File: src/rtl/daq_pkg.sv
package daq_pkg;

  // Register byte offsets on the APB bus.
  localparam logic [7:0] ADDR_CTRL = 8'h00;
  localparam logic [7:0] ADDR_EXPAN = 8'h04;
  localparam logic [7:0] ADDR_DOUT = 8'h08;
  localparam logic [7:0] ADDR_DIN = 8'h0C;
  localparam logic [7:0] ADDR_RESULT = 8'h10;
  localparam logic [7:0] ADDR_STATUS = 8'h14;
  localparam logic [7:0] ADDR_IRQ_STAT = 8'h18;
  localparam logic [7:0] ADDR_IRQ_MASK = 8'h1C;
  localparam logic [7:0] ADDR_CNT0 = 8'h20;
  localparam logic [7:0] ADDR_CNT1 = 8'h24;
  localparam logic [7:0] ADDR_CNT2 = 8'h28;

  // Control register fields.
  localparam int CTRL_START_BIT = 0;
  localparam int CTRL_IRQ_EN_BIT = 1;
  localparam int CTRL_MUX_LSB = 4;

  // Expansion control fields.
  localparam int EXP_CHAN_LSB = 0;
  localparam int EXP_GAIN_LSB = 4;
  localparam int EXP_DOUT_BIT = 7;

  // Interrupt status bits.
  localparam int IRQ_CONV_BIT = 0;
  localparam int IRQ_EXT_BIT = 1;

  // Reset values.
  localparam logic [7:0] EXPAN_RESET = 8'h00;
  localparam logic [15:0] CNT_RESET = 16'hFFFF;

  // Conversion timing.
  localparam int CONV_TIME_NS = 35000;
  localparam int CLK_PERIOD_NS = 5;
  localparam int CONV_CYCLES = CONV_TIME_NS / CLK_PERIOD_NS;
  localparam int SAMPLE_CYCLES = 4;

  // Host oscillator divided by 32, approximated by a fixed divide of the bus clock.
  localparam int OSC_FREQ_HZ = 14318180;
  localparam int CLK_FREQ_HZ = 200000000;
  localparam int OSC_DIV = CLK_FREQ_HZ / (OSC_FREQ_HZ / 32);

  typedef enum logic [1:0] {
    ST_IDLE,
    ST_SAMPLE,
    ST_CONVERT
  } conv_state_t;

endpackage

File: src/rtl/daq_card_control_logic.sv
// The placing of the registers and the APB register port were left to the implementer.
`timescale 1ns/1ps
//
// Contract
// - Sample then convert to a 12-bit result.
// - Conversion finishes within 35 microseconds.
// - Software picks one of eight inputs.
// - Expansion byte, four bits pick channel.
// - Three expansion bits pick the gain.
// - Last expansion bit is software output.
// - Transducer card uses three channel bits.
// - Eight discrete lines, direction by jumper.
// - Three independent 16-bit down counters.
// - Counter one clocked by oscillator over 32.
// - Counter one clocks two, zero by jumper.
// - Counters decrement on falling clock edge.
// - Timer jumper lets timer start conversions.
// - Interrupt source chosen by jumper.
// - Interrupt forwarded only when software enables.
// - Reset, conversion start, selection write clear interrupt.
//
// Bus-side control of a plug-in acquisition card: conversion sequencing,
// input and expansion selection, a three-stage counter chain and the interrupt.
// Every register answers with zero wait states; read data is prepared in the
// setup cycle so that it stands for the whole access cycle.
// Jumper inputs are treated as static levels; changing one mid-run is legal,
// but the change only takes hold at the next event that it steers.
module daq_card_control_logic
  import daq_pkg::*;
#(
  parameter int CONV_CYCLES_P = CONV_CYCLES
) (
  // APB slave.
  input wire logic pclk,
  input wire logic presetn,
  input wire logic psel,
  input wire logic penable,
  input wire logic pwrite,
  input wire logic [7:0] paddr,
  input wire logic [31:0] pwdata,
  output logic [31:0] prdata,
  output logic pready,
  output logic pslverr,
  // Converter front end.
  output logic [2:0] mux_select,
  output logic sample_hold,
  input wire logic [11:0] adc_data,
  // Triggers and jumpers.
  input wire logic external_trigger,
  input wire logic timer_trigger_position,
  input wire logic counter_zero_clock_jumper,
  input wire logic irq_source_external,
  input wire logic external_irq,
  input wire logic counter0_clk,
  // Expansion control byte.
  output logic [3:0] expansion_output_lines,
  output logic [2:0] expansion_gain_select_lines,
  output logic expansion_dout,
  // Discrete lines.
  input wire logic [7:0] discrete_io_dir,
  input wire logic [7:0] discrete_io_lines_in,
  output logic [7:0] discrete_io_lines_out,
  output logic [7:0] discrete_io_lines_oe,
  // Counter outputs and interrupt.
  output logic [2:0] counter_out,
  output logic irq
);

  logic irq_en_q;
  logic [2:0] mux_q;
  logic [7:0] expan_q;
  logic [7:0] dout_q;
  logic [11:0] result_q;
  logic [1:0] irq_stat_q;
  logic [1:0] irq_mask_q;
  // Counter chain state: live counts, reload values and the sampled clock levels.
  // The sampled levels feed the falling-edge detectors of the chain.
  logic [15:0] cnt_q [3];
  logic [15:0] reload_q [3];
  logic [2:0] cclk_q;
  logic [2:0] cclk_in;
  logic [2:0] cfall;
  logic [2:0] load_req;
  logic [7:0] div_q;
  logic osc_tick;
  logic osc_half_q;
  // Conversion sequencer state and its shared down counter.
  // One counter serves both the sample window and the conversion window.
  conv_state_t state_q;
  logic [15:0] conv_cnt_q;
  logic busy_q;
  logic conv_done;
  logic conv_start;
  logic timer_fall;
  // Decoded bus strobes and trigger qualifiers.
  // All but ext_q are combinational and valid only in the access cycle; ext_q is a register.
  logic wr;
  logic rd;
  logic sw_start;
  logic sel_write;
  logic ext_q;

  // Write strobe for one register offset, true only in the access cycle of a write.
  // Sharing this decode between the start, selection and counter-load strobes makes those side effects land on one edge.
  function automatic logic reg_wr(input logic wr_i, input logic [7:0] addr_i, input logic [7:0] offs_i);
    reg_wr = wr_i && (addr_i == offs_i);
  endfunction

  // Bus strobes: the slave answers in the first access cycle.
  assign wr = psel && penable && pwrite;
  assign rd = psel && penable && !pwrite;
  assign sw_start = reg_wr(wr, paddr, ADDR_CTRL) && pwdata[CTRL_START_BIT];
  assign sel_write = reg_wr(wr, paddr, ADDR_CTRL) || reg_wr(wr, paddr, ADDR_EXPAN);

  // Timer trigger is the falling edge of counter one's output when the jumper selects it.
  // Counter two's clock is that same output, so its edge detector is reused here.
  // The detector already compares the old and new level, so no further qualifier
  // on the output itself is wanted: the new level is low whenever the edge is seen.
  // A trigger that arrives while a conversion runs is dropped, as a start while busy is.
  assign timer_fall = cfall[2];
  assign conv_start = (state_q == ST_IDLE) && (sw_start || (timer_trigger_position ? timer_fall
    : (external_trigger && !ext_q)));
  assign conv_done = (state_q == ST_CONVERT) && (conv_cnt_q == 16'h0000);

  // Bus answer registers.
  // Ready is raised for exactly the access cycle that follows each setup cycle.
  // Read data is latched in the setup cycle; it then holds until the next read,
  // so a slow master that samples late still sees the value of its own read.
  // Unmapped offsets read as zero and never raise an error.
  always_ff @(posedge pclk or negedge presetn) begin
    if (!presetn) begin
      pready <= 1'b0;
      pslverr <= 1'b0;
      prdata <= 32'h0000_0000;
    end else begin
      pready <= psel && !penable;
      pslverr <= 1'b0;
      if (psel && !penable && !pwrite) begin
        case (paddr)
          ADDR_CTRL: prdata <= {25'h0, mux_q, 2'h0, irq_en_q, 1'b0};
          ADDR_EXPAN: prdata <= {24'h0, expan_q};
          ADDR_DOUT: prdata <= {24'h0, dout_q};
          ADDR_DIN: prdata <= {24'h0, discrete_io_lines_in};
          ADDR_RESULT: prdata <= {20'h0, result_q};
          ADDR_STATUS: prdata <= {31'h0, busy_q};
          ADDR_IRQ_STAT: prdata <= {30'h0, irq_stat_q};
          ADDR_IRQ_MASK: prdata <= {30'h0, irq_mask_q};
          ADDR_CNT0: prdata <= {16'h0, cnt_q[0]};
          ADDR_CNT1: prdata <= {16'h0, cnt_q[1]};
          ADDR_CNT2: prdata <= {16'h0, cnt_q[2]};
          default: prdata <= 32'h0000_0000;
        endcase
      end
    end
  end

  // Control, expansion and discrete output registers.
  // The start bit is not stored: it is a one-shot request decoded from the write.
  // The mask resets to all ones so that enabling interrupts alone is enough.
  // Writes to read-only or unmapped offsets fall through the default branch.
  always_ff @(posedge pclk or negedge presetn) begin
    if (!presetn) begin
      irq_en_q <= 1'b0;
      mux_q <= 3'h0;
      expan_q <= EXPAN_RESET;
      dout_q <= 8'h00;
      irq_mask_q <= 2'h3;
    end else if (wr) begin
      case (paddr)
        ADDR_CTRL: begin
          irq_en_q <= pwdata[CTRL_IRQ_EN_BIT];
          mux_q <= pwdata[CTRL_MUX_LSB +: 3];
        end
        ADDR_EXPAN: expan_q <= pwdata[7:0];
        ADDR_DOUT: dout_q <= pwdata[7:0];
        ADDR_IRQ_MASK: irq_mask_q <= pwdata[1:0];
        default: ;
      endcase
    end
  end

  // Conversion sequencer: sample-and-hold, then a fixed conversion time.
  // The hold strobe rises on the edge that takes the start and falls on the edge
  // that captures the result, so it doubles as the busy indication.
  // The conversion window is counted so that the whole stretch, sample included,
  // stays inside the converter's worst-case time; shortening the parameter for
  // simulation keeps the same structure.
  // The external trigger is edge detected here; its history register updates
  // every cycle so that a level held through a conversion cannot retrigger.
  always_ff @(posedge pclk or negedge presetn) begin
    if (!presetn) begin
      state_q <= ST_IDLE;
      conv_cnt_q <= 16'h0000;
      busy_q <= 1'b0;
      sample_hold <= 1'b0;
      result_q <= 12'h000;
      ext_q <= 1'b0;
    end else begin
      ext_q <= external_trigger;
      case (state_q)
        ST_IDLE: begin
          if (conv_start) begin
            state_q <= ST_SAMPLE;
            busy_q <= 1'b1;
            sample_hold <= 1'b1;
            conv_cnt_q <= 16'(SAMPLE_CYCLES - 1);
          end
        end
        ST_SAMPLE: begin
          if (conv_cnt_q == 16'h0000) begin
            state_q <= ST_CONVERT;
            conv_cnt_q <= 16'(CONV_CYCLES_P - SAMPLE_CYCLES - 2);
          end else begin
            conv_cnt_q <= conv_cnt_q - 16'h0001;
          end
        end
        ST_CONVERT: begin
          if (conv_done) begin
            state_q <= ST_IDLE;
            result_q <= adc_data;
            busy_q <= 1'b0;
            sample_hold <= 1'b0;
          end else begin
            conv_cnt_q <= conv_cnt_q - 16'h0001;
          end
        end
        default: state_q <= ST_IDLE;
      endcase
    end
  end

  // Sticky interrupt status; set beats clear, conversion start and selection writes clear it.
  // Only the source picked by the jumper can set its bit; the other cannot be set and keeps its value until cleared.
  // A one written to a status bit clears it as well, for software that wants
  // to acknowledge without touching the selections.
  // A completion on the very edge of a clear keeps its bit, so no event is lost.
  always_ff @(posedge pclk or negedge presetn) begin
    if (!presetn) begin
      irq_stat_q <= 2'h0;
    end else begin
      for (int i = 0; i < 2; i++) begin
        logic set_i;
        logic clr_i;
        set_i = (i == IRQ_CONV_BIT) ? (conv_done && !irq_source_external)
          : (external_irq && irq_source_external);
        clr_i = conv_start || sel_write || (wr && paddr == ADDR_IRQ_STAT && pwdata[i]);
        if (set_i) begin
          irq_stat_q[i] <= 1'b1;
        end else if (clr_i) begin
          irq_stat_q[i] <= 1'b0;
        end
      end
    end
  end

  // Interrupt output gated by the enable and mask.
  // It is a level: it stays high while any unmasked bit stays set.
  // Disabling interrupts is a control write, so it also clears the pending bits.
  always_ff @(posedge pclk or negedge presetn) begin
    if (!presetn) begin
      irq <= 1'b0;
    end else begin
      irq <= irq_en_q && |(irq_stat_q & irq_mask_q);
    end
  end

  // Oscillator-over-32 enable: a square wave for counter one's clock.
  // The rate is a truncated integer divide of the bus clock, so the counter
  // chain runs slightly off the true oscillator rate; long timing intervals
  // drift by that ratio.
  // Only the divider runs free; everything it clocks sees one-cycle enables.
  assign osc_tick = (div_q == 8'(OSC_DIV / 2 - 1));
  always_ff @(posedge pclk or negedge presetn) begin
    if (!presetn) begin
      div_q <= 8'h00;
      osc_half_q <= 1'b0;
    end else begin
      div_q <= osc_tick ? 8'h00 : div_q + 8'h01;
      if (osc_tick) begin
        osc_half_q <= !osc_half_q;
      end
    end
  end

  // Counter clock routing and falling-edge detection.
  // Counter zero takes either counter one's output or its own pin, by jumper.
  // The pin is sampled by the bus clock, so it must stay high and low for at
  // least one bus clock each to be counted.
  always_comb begin
    cclk_in[1] = osc_half_q;
    cclk_in[2] = counter_out[1];
    cclk_in[0] = counter_zero_clock_jumper ? counter_out[1] : counter0_clk;
  end
  assign cfall = cclk_q & ~cclk_in;
  assign load_req[0] = reg_wr(wr, paddr, ADDR_CNT0);
  assign load_req[1] = reg_wr(wr, paddr, ADDR_CNT1);
  assign load_req[2] = reg_wr(wr, paddr, ADDR_CNT2);

  // Three 16-bit down counters with reload; output toggles at terminal count.
  // A load restarts the count at once and wins over a clock edge in the same cycle.
  // Reload values of zero and one both give the shortest period.
  // The edge history resets low, matching the idle level of every clock source,
  // so no false edge follows reset.
  always_ff @(posedge pclk or negedge presetn) begin
    if (!presetn) begin
      cclk_q <= 3'h0;
      counter_out <= 3'h0;
      for (int i = 0; i < 3; i++) begin
        cnt_q[i] <= CNT_RESET;
        reload_q[i] <= CNT_RESET;
      end
    end else begin
      cclk_q <= cclk_in;
      for (int i = 0; i < 3; i++) begin
        if (load_req[i]) begin
          reload_q[i] <= pwdata[15:0];
          cnt_q[i] <= pwdata[15:0];
        end else if (cfall[i]) begin
          if (cnt_q[i] <= 16'h0001) begin
            cnt_q[i] <= reload_q[i];
            counter_out[i] <= !counter_out[i];
          end else begin
            cnt_q[i] <= cnt_q[i] - 16'h0001;
          end
        end
      end
    end
  end

  // Pin outputs registered from the control state.
  // Each pin lags its register, and the line enables lag the jumpers, by one cycle, which keeps every output glitch free.
  // Direction of the discrete lines follows the jumpers only.
  always_ff @(posedge pclk or negedge presetn) begin
    if (!presetn) begin
      mux_select <= 3'h0;
      expansion_output_lines <= 4'h0;
      expansion_gain_select_lines <= 3'h0;
      expansion_dout <= 1'b0;
      discrete_io_lines_out <= 8'h00;
      discrete_io_lines_oe <= 8'h00;
    end else begin
      mux_select <= mux_q;
      expansion_output_lines <= expan_q[EXP_CHAN_LSB +: 4];
      expansion_gain_select_lines <= expan_q[EXP_GAIN_LSB +: 3];
      expansion_dout <= expan_q[EXP_DOUT_BIT];
      discrete_io_lines_out <= dout_q;
      discrete_io_lines_oe <= discrete_io_dir;
    end
  end

endmodule

File: config.mk
export PLATFORM = sky130hd
export DESIGN_NAME = daq_card_control_logic
export DESIGN_NICKNAME = d
export VERILOG_FILES = /design/src/rtl/daq_pkg.sv /design/src/rtl/daq_card_control_logic.sv
export SDC_FILE = /design/constraint.sdc
export NUM_CORES = 1
export LEC_CHECK = 0
export ABC_AREA = 1
export BUFFER_PORTS_ARGS = -buffer_cell sky130_fd_sc_hd__buf_2
export CAP_MARGIN = 5
export CORE_MARGIN = 5
export CORE_UTILIZATION = 30
export DETAILED_ROUTE_END_ITERATION = 16
export HOLD_SLACK_MARGIN = 0.12
export PLACE_DENSITY = 0.5
export SYNTH_ARGS = -nofsm -noshare
export SYNTH_HDL_FRONTEND = slang
export SYNTH_SLANG_ARGS = --single-unit
File: constraint.sdc
create_clock -name pclk -period 2.35 [get_ports pclk]
set_input_delay 0.47 -clock pclk [delete_from_list [all_inputs] [get_ports pclk]]
set_output_delay 0.47 -clock pclk [all_outputs]
set_load 0.02 [all_outputs]
Word-level counts from Yosys, hierarchy flattened. Index checks and enable logic that the tools add are counted.

Add/subtract/negate cells: 5. $lt $le $gt $ge: 3. Eq/ne operators: 17. Multiplexer cells: 28. Bitwise operators: 6. Reduce and logical (&&, ||, !) cells: 54.

Operators by type and width (number): $mux W16 (12); $pmux W16 S11 (1); $sub A16 B1 Y16 const B (4); $le A16 B1 Y1 const B (3); $pmux W16 S3 (1); $eq A8 B5 Y1 const B (4); $eq A8 B6 Y1 const B (3); $logic_and A1 B1 Y1 (19); $reduce_and A3 Y1 (6); $eq A8 B4 Y1 const B (2); $logic_not A16 Y1 (1); $reduce_bool A2 Y1 (6); $reduce_and A2 Y1 (5); $add A8 B1 Y8 const B (1); $eq A8 B3 Y1 const B (1); $eq A8 B8 Y1 const B (1); $logic_not A1 Y1 (8); $logic_not A8 Y1 (1); $mux W1 (8); $mux W8 (1); $ne A2 B2 Y1 const B (4); $mux W2 (3); $pmux W2 S3 (1); $logic_or A1 B1 Y1 (5); other kinds (10) (12).

Flip-flop bits (word level): 228. Input port bits: 79. Output and inout port bits: 66. Logic and storage cells: 146.

Logic depth before layout (Yosys ltp).
Depth after elaboration: 10. Mapped depth: 12. Mapped depth without buffers: 12.

Worst setup path after synthesis. Ideal clock, no wire load.

Kind: register to register. Start point: register cnt_q[0] in the netlist's numbering. End point: register cnt_q[13] in the netlist's numbering. Setup time: 0.076 ns. Arrival time: 1.656 ns. Required time: 2.274 ns. Slack: 0.619 ns. Stages on the path, launching flop included: 10. Buffers on the path: 1. Period minus slack after synthesis: 1.731 ns. Path through: dfstp_2 inv_1 ha_1 o21ai_0 nor3_4 nand2_4 buf_6 nand3_1 nand2_1 nand2_1.

Word-level cells in the longest chain between the ends: 4.

RTL lines: start, declared (RTL line daq_card_control_logic.sv:78) `logic [15:0] cnt_q [3];`; start signal, assigned by index (RTL line daq_card_control_logic.sv:317) `cnt_q[i] <= pwdata[15:0];`; start signal, assigned by index (RTL line daq_card_control_logic.sv:320) `cnt_q[i] <= reload_q[i];`; start signal, assigned by index (RTL line daq_card_control_logic.sv:323) `cnt_q[i] <= cnt_q[i] - 16'h0001;`; $sub A16 B1 Y16 / $le A16 B1 Y1 (equally long branches) (RTL line daq_card_control_logic.sv:323, daq_card_control_logic.sv:319); $mux W16 (*) (RTL line daq_card_control_logic.sv:319) `if (cnt_q[i] <= 16'h0001) begin`; $mux W16 (*) (RTL line daq_card_control_logic.sv:318) `end else if (cfall[i]) begin`; $mux W16 (*) (RTL line daq_card_control_logic.sv:315) `if (load_req[i]) begin`.

Mark *: on every way between the ends. The rest lies on a longest branch, timed or not. The select of a mux whose other input is x is not followed. A chain may end at the register's enable or synchronous reset.

Final worst setup path.
Start point: register cnt_q[0] in the netlist's numbering. End point: register counter_out[2].

Word-level cells in the longest chain between the ends: 2.

RTL lines: $le A16 B1 Y1 (RTL line daq_card_control_logic.sv:319); $reduce_and A3 Y1 (no source line); end signal, assigned by index (RTL line daq_card_control_logic.sv:321) `counter_out[i] <= !counter_out[i];`; end, declared (RTL line daq_card_control_logic.sv:65) `output logic [2:0] counter_out,`.

Every way passes these cells.

==> run metrics <==
fin crit share=0.883; Routed WL=~36,000 um; Area Overhead vs Synth=19.7%; core area=37,500 sq um; layout cell share with drive strength beyond 1=0.206; GRT overflow=0; Core Util, Final=0.362; min-delay worst type=in2reg; Wirelength per Cell=16.6 um; Synth Warn #=0; largest net degree at the start of global routing=58; initial antenna violation count=0; Synth Register Bits=212; worst slew pin tran=0.720 ns; Net Sw Power=2790 uW; worst hold slack=0.165 ns; first-pass GRT wire length=around 57,000 um; via count=10,000; filler cell count=approximately 4,000; count of different cell masters after synthesis=42; Fin Clk Skew=~0.019 ns; worst setup path class=reg2reg; Clk pwr share=0.417; Post-Syn Area=11,300 sq um; Finished Cell Area=between 10,000 and 15,000 sq um; number of synthesized flops with an enable pin=0; Synth top area share=0.252; slowest CP cell=dfstp_2; routed vias/inst=4.66; CP max stage delay=0.56 ns; die area=41,800 sq um; Setup Viol. Count Final=0; combinational fraction of design power=0.156; sequential power share=0.427; Synth async-reset ratio=1.00; CP Cell Sequence=inv_1, ha_1, o21ai_0, nor3_4, nand2_4, nor2_1, xor2_1; MaxCap Viol Count=0; CTS tree=built; endpoints failing hold=0; most common cell after layout, fill and taps aside=nand2_1; commonest non-fill, non-tap cells in the layout=nand2_1, nand3_1, inv_1; vias in the first global route=around 9,700; top post-synthesis cells by area=dfrtp_1, dfstp_2, nand2_1; Startpoint Class=flop; GRT Resource Usage Total=0.170; RSZ-0062 raised after global routing=false; Achievable Freq=0.482 GHz; row cnt=71; critical-path maximum fanout=19; total clock sinks=212; dpl cell area=12,600 sq um; Critical Path AT=2.47 ns; pre-CTS setup slack=0.133 ns; setup ws final=0.275 ns; n_diodes=0; cts bufs inserted=25; switching share of power=0.289; post-CTS setup buffer count=0; cell count after synthesis=around 1,500; Top FF cell, synth=dfrtp_1; Initial Util=0.302; Reg clk slew, reported paths=0.06 ns; die width=approximately 200 um; Max-slew headroom=0.517; H-Tree Depth=1; Worst-Skew Late Latency=roughly 0.54 ns; die height=204 um; outcome=finished, final reports clean; fin crit period=2.08 ns; max-slew violation count=0; PortBufs=111; setup TNS=0 ns; drt first pass iters=5; Peak VDD IR=0.000426 V; Pleak=0.00694 uW; cell taking the most area after synthesis=dfrtp_1; initial drt markers=672; Power Internal=6870 uW; Ports=145; fin nets=1,710; Critical Path RT=around 2.8 ns; clk buf depth=3; root buf cell=clkbuf_16; synthesized area per cell=between 7 and 8 sq um; PwrDens=712 nW/um^2; DRC violations left=0; Post-DRT Antenna Nets=0; Placer Congestion=about 0.89; CP Capture Type=flop; DP HPWL=26,800 um; post-synthesis sequential area ratio=0.479
## sequential cells by signal, summed over array words and instances, names as in the netlist, 12 cells and up
register and cells:
cnt_q 48, result_q 12, prdata 16, conv_cnt_q 16, reload_q 48
## power by group through the flow
stage	registers, uW	clock network (uW)	logic (uW)
detailed placement	4180	0	1470
finish	4120	4030	1500
CTS	4120	4130	1490
floorplan	4140	0	993
global placement	4180	0	1470
global route	4150	4300	1710
## final cells by class
cell class / instances / area, sq um / area share
clock inverter: 7 / 88.8 / 0.00655
sequential: 212 / 5430 / 0.400
clock buffer: 39 / 758 / 0.0559
tap: 511 / 639 / 0.0471
inverter: 169 / 637 / 0.0469
timing repair buffer: 159 / 1020 / 0.0749
multi-input combinational: 1050 / 5000 / 0.369
## synthesized netlist by cell type (5+ instances only)
| cell type | number |
|---|---|
| nand2_1 | 464 |
| nand3_1 | 161 |
| inv_1 | 159 |
| o21ai_0 | 130 |
| nor2_1 | 119 |
| dfrtp_1 | 114 |
| dfstp_2 | 98 |
| buf_4 | 25 |
| a21oi_1 | 21 |
| xor2_1 | 16 |
| buf_2 | 14 |
| ha_1 | 14 |
| mux2_2 | 12 |
| o211ai_1 | 12 |
| clkbuf_1 | 11 |
| nand4_1 | 11 |
| nor3_1 | 10 |
| inv_2 | 9 |
| nor2_2 | 8 |
| nand2_2 | 6 |
| nand3b_1 | 6 |
| o22ai_1 | 6 |
| xnor2_1 | 6 |
| o21ai_1 | 5 |
## worst paths after layout
path	to	from	cells after the start	slack, ns
max	counter_out[2]$_DFFE_PN0P_	cnt_q[0]$_DFFE_PN1P_	7	0.27
min	cclk_q[0]$_DFF_PN0_	counter_zero_clock_jumper	2	0.17
max reg2reg	counter_out[2]$_DFFE_PN0P_	cnt_q[0]$_DFFE_PN1P_	7	0.27
min reg2reg	discrete_io_lines_out[4]$_DFF_PN0_	dout_q[4]$_DFFE_PN0P_	0	0.40
max in group asynchronous	cnt_q[38]$_DFFE_PN1P_	presetn	3	1.14
min in group asynchronous	discrete_io_lines_oe[0]$_DFF_PN0_	presetn	2	0.44
## cells by family after synthesis
| kind of cell | count (synthesis) | synth area share |
|---|---|---|
| muxes | 12 | 0.0119 |
| AOI/OAI and AO/OA | 182 | 0.0858 |
| other | 1 | 0.000331 |
| adders and majority gates | 14 | 0.0155 |
| xor gates and xnor gates | 22 | 0.0170 |
| and+or+nand+nor | 803 | 0.305 |
| DFF | 212 | 0.479 |
| buffers and inverters | 223 | 0.0859 |
## critical path, delay by kind of cell, from the launching register on
family                   cells  cell delay (ns)
flip-flops                   1             0.56
AND/OR/NAND/NOR              3             0.41
AO/OA/AOI/OAI                1             0.38
adder cells (fa/ha/maj)      1             0.31
XOR/XNOR                     1             0.15
buffers and inverters        1             0.13
## metal layers
| metal | GRT usage | vias up | part of all wire |
|---|---|---|---|
| met4 | 0.0330 | 0 | 0.018 |
| met3 | 0.0232 | 42 | 0.049 |
| li1 | - | 4974 | - |
| met5 | 0 | - | 0 |
| met1 | 0.257 | 4748 | 0.49 |
| met2 | 0.262 | 251 | 0.44 |
## stage by stage
stage               total power, uW  cells
finish                         9660   2147
global route                  10200   2147
CTS                            9750   2147
detailed placement             5650   2090
global placement               5650   2090
floorplan                      5130   1485
## what timing repair did
action                                  CTS  global route
resized for setup                         0             1
endpoints found under the hold margin    24             0
endpoints found under the setup margin    0             2
hold buffers                             11             0
No activity file was read; power rests on OpenSTA's default activity.
